$ cat config.mk
export PLATFORM = sky130hd
export DESIGN_NAME = scp_core
export DESIGN_NICKNAME = d
export VERILOG_FILES = /design/src/inc/scp_pkg.sv /design/src/rtl/scp_alu.sv /design/src/rtl/scp_core.sv
export VERILOG_INCLUDE_DIRS = /design/src /design/src/inc
export SDC_FILE = /design/constraint.sdc
export NUM_CORES = 1
export LEC_CHECK = 0
export BUFFER_PORTS_ARGS = -buffer_cell sky130_fd_sc_hd__buf_2
export CAP_MARGIN = 20
export CORE_ASPECT_RATIO = 1.4
export CORE_UTILIZATION = 45
export DETAILED_ROUTE_END_ITERATION = 10
export MAX_ROUTING_LAYER = met4
export PLACE_DENSITY = 0.71
export SYNTH_ARGS = -nofsm -noshare
export SYNTH_HDL_FRONTEND = slang
export SYNTH_SLANG_ARGS = --single-unit
$ cat constraint.sdc
create_clock -name sys_clk -period 4.6 [get_ports sys_clk]
set_input_delay 0.46 -clock sys_clk [delete_from_list [all_inputs] [get_ports sys_clk]]
set_output_delay 0.46 -clock sys_clk [all_outputs]
set_load 0.05 [all_outputs]
$ cat src/inc/scp_cfg.svh
// constants for the status register and program counter core logic
`ifndef SCP_CFG_SVH
`define SCP_CFG_SVH
`define SCP_ADDR_STATUS   5'h03
`define SCP_ADDR_LATCH    5'h02
`define SCP_BIT_CARRY     3'h0
`define SCP_BIT_NIBBLE    3'h1
`define SCP_BIT_ZERO      3'h2
`define SCP_BIT_PDOWN     3'h3
`define SCP_BIT_TIMEOUT   3'h4
`define SCP_BIT_PAGE_LO   3'h5
`define SCP_BIT_PAGE_HI   3'h6
`define SCP_BIT_SPARE     3'h7
`define SCP_STATUS_RESET  8'h18
`define SCP_PC_RESET      11'h7FF
`endif

$ cat src/inc/scp_pkg.sv
// types for the status register and program counter core logic
package scp_pkg;
	typedef enum logic [3:0] {
		scp_op_nop,
		scp_op_move_acc_to_file,
		scp_op_clear_file,
		scp_op_add_file,
		scp_op_subtract_file,
		scp_op_xor_file,
		scp_op_xor_literal,
		scp_op_rotate_right,
		scp_op_rotate_left,
		scp_op_bit_clear,
		scp_op_bit_set,
		scp_op_jump,
		scp_op_call,
		scp_op_watchdog_kick,
		scp_op_sleep
	} scp_op_t;
endpackage

$ cat src/rtl/scp_alu.sv
// arithmetic and logic unit with flag generation
`timescale 1ns/1ps
`include "scp_cfg.svh"
module scp_alu (
	input  wire scp_pkg::scp_op_t op,
	input  wire logic [7:0]       acc,
	input  wire logic [7:0]       file_val,
	input  wire logic [7:0]       literal,
	input  wire logic [2:0]       bit_sel,
	input  wire logic             carry_in,
	output logic [7:0]            result,
	output logic                  zero,
	output logic                  nibble_out_bit,
	output logic                  carry_out
);
	import scp_pkg::*;

	wire [8:0] add_sum  = {1'b0, file_val} + {1'b0, acc};
	wire [4:0] add_nib  = {1'b0, file_val[3:0]} + {1'b0, acc[3:0]};
	// subtract as f + ~w + 1 so carry means no borrow
	wire [8:0] sub_sum  = {1'b0, file_val} + {1'b0, ~acc} + 9'h001;
	wire [4:0] sub_nib  = {1'b0, file_val[3:0]} + {1'b0, ~acc[3:0]} + 5'h01;
	wire [7:0] bit_mask = 8'h01 << bit_sel;

	always_comb begin
		result         = file_val;
		nibble_out_bit = 1'b0;
		carry_out      = carry_in;
		unique case (op)
			scp_op_move_acc_to_file: result = acc;
			scp_op_clear_file:       result = 8'h00;
			scp_op_add_file: begin
				result         = add_sum[7:0];
				nibble_out_bit = add_nib[4];
				carry_out      = add_sum[8];
			end
			scp_op_subtract_file: begin
				result         = sub_sum[7:0];
				nibble_out_bit = sub_nib[4];
				carry_out      = sub_sum[8];
			end
			scp_op_xor_file:    result = acc ^ file_val;
			scp_op_xor_literal: result = acc ^ literal;
			scp_op_rotate_right: begin
				result    = {carry_in, file_val[7:1]};
				carry_out = file_val[0];
			end
			scp_op_rotate_left: begin
				result    = {file_val[6:0], carry_in};
				carry_out = file_val[7];
			end
			scp_op_bit_clear: result = file_val & ~bit_mask;
			scp_op_bit_set:   result = file_val | bit_mask;
			default:          result = file_val;
		endcase
	end

	assign zero = (result == 8'h00);
endmodule

$ cat src/rtl/scp_core.sv
// status register, accumulator and program counter sequencing
`timescale 1ns/1ps
`include "scp_cfg.svh"
module scp_core #(
	parameter bit PAGED = 1'b1
) (
	input  wire logic             sys_clk,
	input  wire logic             sys_rst,
	input  wire logic             instr_valid,
	input  wire scp_pkg::scp_op_t instr_op,
	input  wire logic [4:0]       file_addr,
	input  wire logic             dest_file,
	input  wire logic [8:0]       instr_target,
	input  wire logic [2:0]       bit_sel,
	input  wire logic [7:0]       literal,
	input  wire logic [7:0]       file_rd_data,
	input  wire logic             wdt_timeout,
	output logic [7:0]            core_status_flags,
	output logic [10:0]           program_counter,
	output logic [7:0]            acc,
	output logic [7:0]            file_wr_data,
	output logic [4:0]            file_wr_addr,
	output logic                  file_wr_en,
	output logic [7:0]            rd_data
);
	import scp_pkg::*;

	// ************************************************
	// decode
	// ************************************************
	function automatic logic sets_arith(input scp_op_t o);
		return o inside {scp_op_add_file, scp_op_subtract_file, scp_op_rotate_right, scp_op_rotate_left};
	endfunction

	function automatic logic sets_zero(input scp_op_t o);
		return o inside {scp_op_add_file, scp_op_subtract_file, scp_op_xor_file,
			scp_op_xor_literal, scp_op_clear_file};
	endfunction

	function automatic logic writes_file(input scp_op_t o, input logic d);
		return (o inside {scp_op_move_acc_to_file, scp_op_clear_file, scp_op_bit_clear, scp_op_bit_set})
			|| (d && (o inside {scp_op_add_file, scp_op_subtract_file, scp_op_xor_file,
			scp_op_rotate_right, scp_op_rotate_left}));
	endfunction

	wire       run        = instr_valid;
	wire       is_status  = (file_addr == `SCP_ADDR_STATUS);
	wire       is_latch   = (file_addr == `SCP_ADDR_LATCH);
	wire       wr_file    = run && writes_file(instr_op, dest_file);
	wire       wr_acc     = run && !writes_file(instr_op, dest_file)
		&& (instr_op inside {scp_op_add_file, scp_op_subtract_file, scp_op_xor_file,
		scp_op_xor_literal, scp_op_rotate_right, scp_op_rotate_left});
	wire       do_arith   = run && sets_arith(instr_op);
	wire       do_zero    = run && sets_zero(instr_op);

	// status and latch reads come from this block, other files from outside
	wire [7:0] operand = is_status ? core_status_flags
		: (is_latch ? program_counter[7:0] : file_rd_data);

	wire [7:0] alu_result;
	wire       alu_zero;
	wire       alu_nibble;
	wire       alu_carry;

	scp_alu scp_alu_inst (
		.op             (instr_op),
		.acc            (acc),
		.file_val       (operand),
		.literal        (literal),
		.bit_sel        (bit_sel),
		.carry_in       (core_status_flags[`SCP_BIT_CARRY]),
		.result         (alu_result),
		.zero           (alu_zero),
		.nibble_out_bit (alu_nibble),
		.carry_out      (alu_carry)
	);

	// ************************************************
	// status register next value
	// ************************************************
	logic [7:0] next_status;
	always_comb begin
		next_status = core_status_flags;
		// direct write lands only on writable bits
		if (wr_file && is_status) begin
			next_status[`SCP_BIT_SPARE]   = alu_result[7];
			next_status[`SCP_BIT_PAGE_HI] = alu_result[6];
			next_status[`SCP_BIT_PAGE_LO] = alu_result[5];
			if (!sets_arith(instr_op) && !sets_zero(instr_op)) begin
				next_status[2:0] = alu_result[2:0];
			end
			// timeout and power-down keep their value here
		end
		// flag updates from the result override the written data
		if (do_zero || do_arith) begin
			if (do_zero) begin
				next_status[`SCP_BIT_ZERO] = alu_zero;
			end
			if (instr_op inside {scp_op_add_file, scp_op_subtract_file}) begin
				next_status[`SCP_BIT_NIBBLE] = alu_nibble;
			end
			if (do_arith) begin
				next_status[`SCP_BIT_CARRY] = alu_carry;
			end
		end
		if (run && instr_op == scp_op_watchdog_kick) begin
			next_status[`SCP_BIT_TIMEOUT] = 1'b1;
			next_status[`SCP_BIT_PDOWN]   = 1'b1;
		end
		if (run && instr_op == scp_op_sleep) begin
			next_status[`SCP_BIT_TIMEOUT] = 1'b1;
			next_status[`SCP_BIT_PDOWN]   = 1'b0;
		end
		// time-out event wins over an instruction in the same cycle
		if (wdt_timeout) begin
			next_status[`SCP_BIT_TIMEOUT] = 1'b0;
		end
	end

	// ************************************************
	// program counter next value
	// ************************************************
	wire [1:0]  page      = PAGED ? core_status_flags[6:5] : 2'b00;
	wire        latch_wr  = wr_file && is_latch;
	wire [10:0] pc_inc    = program_counter + 11'h001;
	wire [10:0] pc_jump   = {page, instr_target};
	// bit 8 forced low: calls and computed jumps reach first 256 words of a page
	wire [10:0] pc_call   = {page, 1'b0, literal};
	wire [10:0] pc_latch  = {page, 1'b0, alu_result};

	logic [10:0] next_pc;
	always_comb begin
		next_pc = program_counter;
		if (run) begin
			if (instr_op == scp_op_jump) begin
				next_pc = pc_jump;
			end else if (instr_op == scp_op_call) begin
				next_pc = pc_call;
			end else if (latch_wr) begin
				next_pc = pc_latch;
			end else begin
				next_pc = pc_inc;
			end
		end
	end

	// ************************************************
	// registers
	// ************************************************
	always_ff @(posedge sys_clk) begin
		if (sys_rst) begin
			core_status_flags <= `SCP_STATUS_RESET;
			program_counter   <= `SCP_PC_RESET;
			acc               <= 8'h00;
			file_wr_data      <= 8'h00;
			file_wr_addr      <= 5'h00;
			file_wr_en        <= 1'b0;
			rd_data           <= 8'h00;
		end else begin
			core_status_flags <= next_status;
			program_counter   <= next_pc;
			if (wr_acc) begin
				acc <= alu_result;
			end
			// status and latch are held here, so not forwarded outside
			file_wr_en   <= wr_file && !is_status && !is_latch;
			file_wr_addr <= file_addr;
			file_wr_data <= alu_result;
			rd_data      <= operand;
		end
	end
endmodule

==> impl_metrics.prom <==
# TYPE chip_impl_metric gauge
chip_impl_metric{name="place_inst",unit=""} 738
chip_impl_metric{name="pin_count_of_the_biggest_net_entering_global_routing",unit=""} 52
chip_impl_info{name="critPathSlowestCell",value="or4b_1"} 1
chip_impl_metric{name="grt_pass1_wl",unit="mm"} 25.4
chip_impl_info{name="top_cells_by_area_synth",value="dfxtp_1 24%, a21oi_1 6.1%, nor2_1 5.7%, ha_1 5.5%, o21ai_0 5.3%"} 1
chip_impl_metric{name="async_flop_share",unit=""} 0
chip_impl_metric{name="avgRoutedWirePerCell",unit="um"} 22.3
chip_impl_info{name="timing.setup.critical_path_class",value="in -> reg"} 1
chip_impl_metric{name="worst_path_largest_cell_delay",unit="ns"} 0.51
chip_impl_metric{name="remaining_drc_errors",unit=""} 0
chip_impl_metric{name="power.density_cell_area",unit="nW/um^2"} 288
chip_impl_metric{name="die_width",unit="um"} 82.9
chip_impl_metric{name="synth.yosys.seq_area_share",unit=""} 0.238
chip_impl_metric{name="die_h",unit="um"} 115
chip_impl_metric{name="preCtsSetupSlack",unit="ns"} 0.524
chip_impl_metric{name="max-clock-path-buffers",unit=""} 2
chip_impl_metric{name="cts-buffers-inserted",unit=""} 5
chip_impl_info{name="synthTopCellsByCount",value="63 x nor2_1, 50 x a21oi_1, 49 x dfxtp_1, 46 x nand2_1, 44 x o21ai_0"} 1
chip_impl_info{name="cts_tree",value="built"} 1
chip_impl_info{name="clock-root-buffer",value="clkbuf_16"} 1
chip_impl_info{name="status",value="completed"} 1
chip_impl_metric{name="dr.first_iter.drc_count",unit=""} 347
chip_impl_metric{name="post_route_clock_period_utilization",unit=""} 0.829
chip_impl_metric{name="synth.ff_latch_count",unit=""} 49
chip_impl_metric{name="route.detailed.vias_per_inst",unit=""} 6.35
chip_impl_metric{name="gp_congestion",unit=""} 1.02
chip_impl_metric{name="cts_hold_fix_bufs",unit=""} 0
chip_impl_metric{name="p_leak",unit="nW"} 2.10
chip_impl_metric{name="drt_pre_antenna_iters",unit=""} 5
chip_impl_metric{name="clock.fmax",unit="MHz"} 262
chip_impl_metric{name="area_delta_synth_final",unit="%"} 17.4
chip_impl_metric{name="post_detailed_route_count_of_antenna_violating_nets",unit=""} 0
chip_impl_metric{name="ys.warnings.count",unit=""} 0
chip_impl_metric{name="critical_path_required",unit="ns"} 4.84
chip_impl_metric{name="placement.io_buffers",unit=""} 90
chip_impl_metric{name="worst-slew-pin-transition",unit="ns"} 0.937
chip_impl_metric{name="regToRegSetupSlack",unit="ns"} 0.91
chip_impl_metric{name="ctsHtreeMaxLevel",unit=""} 2
chip_impl_metric{name="sw_share",unit=""} 0.401
chip_impl_metric{name="gr-total-overflow",unit=""} 0
chip_impl_metric{name="cts_clk_pin_slew_worst_paths",unit="ns"} 0.07
chip_impl_metric{name="utilization",unit=""} 0.540
chip_impl_metric{name="synth_largest_type_area_fraction",unit=""} 0.238
chip_impl_metric{name="effective_utilization_at_floorplan",unit=""} 0.460
chip_impl_info{name="end_kind",value="flop"} 1
chip_impl_info{name="post_synthesis_cell_type_with_the_largest_combined_area",value="dfxtp_1"} 1
chip_impl_metric{name="ios",unit=""} 91
chip_impl_metric{name="cell_count_after_synthesis",unit=""} 556
chip_impl_metric{name="antennaDiodeCount",unit=""} 0
chip_impl_metric{name="finalNetCount",unit=""} 700
chip_impl_metric{name="max_cap_violations",unit=""} 0
chip_impl_metric{name="clock_power_share",unit=""} 0.269
chip_impl_metric{name="setup-tns-final",unit="ns"} 0
chip_impl_metric{name="ctsResizeCount",unit=""} 0
chip_impl_metric{name="dp_hpwl",unit="mm"} 12.8
chip_impl_metric{name="clock-sinks",unit=""} 49
chip_impl_info{name="grt_setup_unrepaired",value="no"} 1
chip_impl_metric{name="ir_worst_vdd",unit="mV"} 0.205
chip_impl_metric{name="maximum_fanout_along_the_worst_path",unit=""} 10
chip_impl_metric{name="drive_gt1_frac",unit=""} 0.219
chip_impl_metric{name="fin_total_pwr",unit="mW"} 1.40
chip_impl_metric{name="antenna_found_initial",unit=""} 0
chip_impl_metric{name="via_count_of_the_first_global_routing_pass",unit=""} 4482
chip_impl_metric{name="post-route-min-period",unit="ns"} 3.82
chip_impl_metric{name="comb_power_share",unit=""} 0.382
chip_impl_info{name="worst_hold_path_type",value="in -> reg"} 1
chip_impl_metric{name="mappedNetlistNets",unit=""} 618
chip_impl_metric{name="pnr_worst_setup_slack",unit="ns"} 0.785
chip_impl_metric{name="cp.arrival",unit="ns"} 4.05
chip_impl_metric{name="edff_count_synth",unit=""} 0
chip_impl_metric{name="hold_viol",unit=""} 0
chip_impl_info{name="timing.critical_path.from_type",value="primary input"} 1
chip_impl_metric{name="clock_latency",unit="ns"} 0.29
chip_impl_metric{name="report.final.setup_viol",unit=""} 0
chip_impl_metric{name="drv_slew",unit=""} 0
chip_impl_metric{name="design.core.area",unit="um^2"} 8980
chip_impl_metric{name="die_area",unit="um^2"} 9570
chip_impl_metric{name="finClkSkew",unit="ns"} 0.00472
chip_impl_metric{name="via_count",unit=""} 4738
chip_impl_metric{name="yosysUniqueCellTypes",unit=""} 67
chip_impl_metric{name="max_slew_margin",unit=""} 0.375
chip_impl_metric{name="row_count",unit=""} 41
chip_impl_metric{name="finished_layout_cells",unit=""} 746
chip_impl_metric{name="switching_power",unit="mW"} 0.560
chip_impl_metric{name="syn_area",unit="um^2"} 4130
chip_impl_metric{name="totalWireLength",unit="mm"} 16.6
chip_impl_metric{name="post-cts-setup-buffer-count",unit=""} 0
chip_impl_metric{name="power_report.internal_total",unit="mW"} 0.837
chip_impl_info{name="path_cells",value="buf_2 > nor4b_2 > buf_4 > mux2i_1 > buf_4 > ha_1 > inv_1 > fa_1 > a221o_1 > nand2_1 > o2111ai_1 > o32a_1 > or4b_1 > nor4b_2 > a31o_1"} 1
chip_impl_metric{name="seq_power_share",unit=""} 0.349
chip_impl_metric{name="global_route.usage.total",unit=""} 0.357
chip_impl_info{name="synth-main-ff-cell",value="dfxtp_1"} 1
chip_impl_metric{name="synth_area_per_cell",unit="um^2"} 7.42
chip_impl_info{name="synthMostInstantiatedCell",value="nor2_1"} 1
cells by family after synthesis:
logic type      synth area share
simple gates               0.268
xor+xnor                  0.0212
mux                       0.0809
flops                      0.238
fa+ha+maj                 0.0643
compound gates             0.268
buf+inv                   0.0600
critical path, delay by kind of cell:
family,cells,cell delay [ns]
compound gates,4,1.08
simple gates,4,1.06
fa+ha+maj,2,0.63
buf+inv,4,0.60
mux,1,0.20
final timing paths:
path,start,end,depth (start not counted)
max,file_addr[4],core_status_flags[2],15
min,wdt_timeout,core_status_flags[4],2
max reg2reg,program_counter[0],core_status_flags[2],13
min reg2reg,core_status_flags[7],core_status_flags[7],2
cell usage in the layout (no fill, tap or decap), types with 5 or more instances in the layout:
master / Yosys / routed
dfxtp_1: 49 / 49
nor3b_1: 8 / 8
o22ai_1: 11 / 11
o221ai_1: 6 / 6
nand3_1: 22 / 22
o21ai_0: 44 / 44
nor4bb_1: 5 / 5
a211oi_1: 5 / 5
nand2b_1: 6 / 6
buf_2: 3 / 90
ha_1: 18 / 18
clkbuf_16: 0 / 5
nor2_1: 63 / 63
mux2_2: 11 / 11
xnor2_1: 6 / 6
nor3_1: 9 / 9
mux2i_1: 15 / 15
and3_1: 11 / 11
nand2_1: 46 / 46
nor2b_1: 21 / 21
o211ai_1: 7 / 7
or2_2: 5 / 5
buf_4: 4 / 17
a21oi_1: 50 / 50
a221oi_1: 9 / 9
inv_1: 26 / 26
power by group through the flow:
stage	clock [mW]	sequential (mW)	combinational [mW]
floorplan	0	0.586	0.268
global placement	0	0.495	0.522
detailed placement	0	0.497	0.526
CTS	0.379	0.487	0.528
global route	0.396	0.491	0.573
finish	0.376	0.487	0.534
routing by layer:
layer | GRT usage | up-vias | routed length [um]
met3 | 0.0280 | 64 | 1000
li1 | - | 2193 | -
met1 | 0.396 | 2230 | 6320
met4 | 0.239 | 0 | 1150
met2 | 0.613 | 251 | 8130
met5 | - | - | 0
state kept, by name, indices dropped and copies added, names as in the netlist:
signal and cells:
core_status_flags 8, file_wr_addr 5, file_wr_en 1, rd_data 8
acc 8, file_wr_data 8, program_counter 11
metrics by stage:
| step | hold slack [ns] | cell area (um^2) |
|---|---|---|
| floorplan | 0.562 | 4130 |
| global route | 0.364 | 4840 |
| detailed placement | 0.537 | 4690 |
| finish | 0.346 | 4840 |
| global placement | 0.522 | 4690 |
| CTS | 0.347 | 4840 |
layout make-up:
| cell class | instances | area [um^2] |
|---|---|---|
| inverter | 27 | 101 |
| fill | 923 | 4130 |
| sequential | 49 | 981 |
| timing repair buffer | 107 | 578 |
| tap | 107 | 134 |
| clock inverter | 3 | 26.3 |
| multi-input combinational | 448 | 2900 |
| clock buffer | 5 | 125 |
Note: power is estimated with default switching activity, not from simulation.
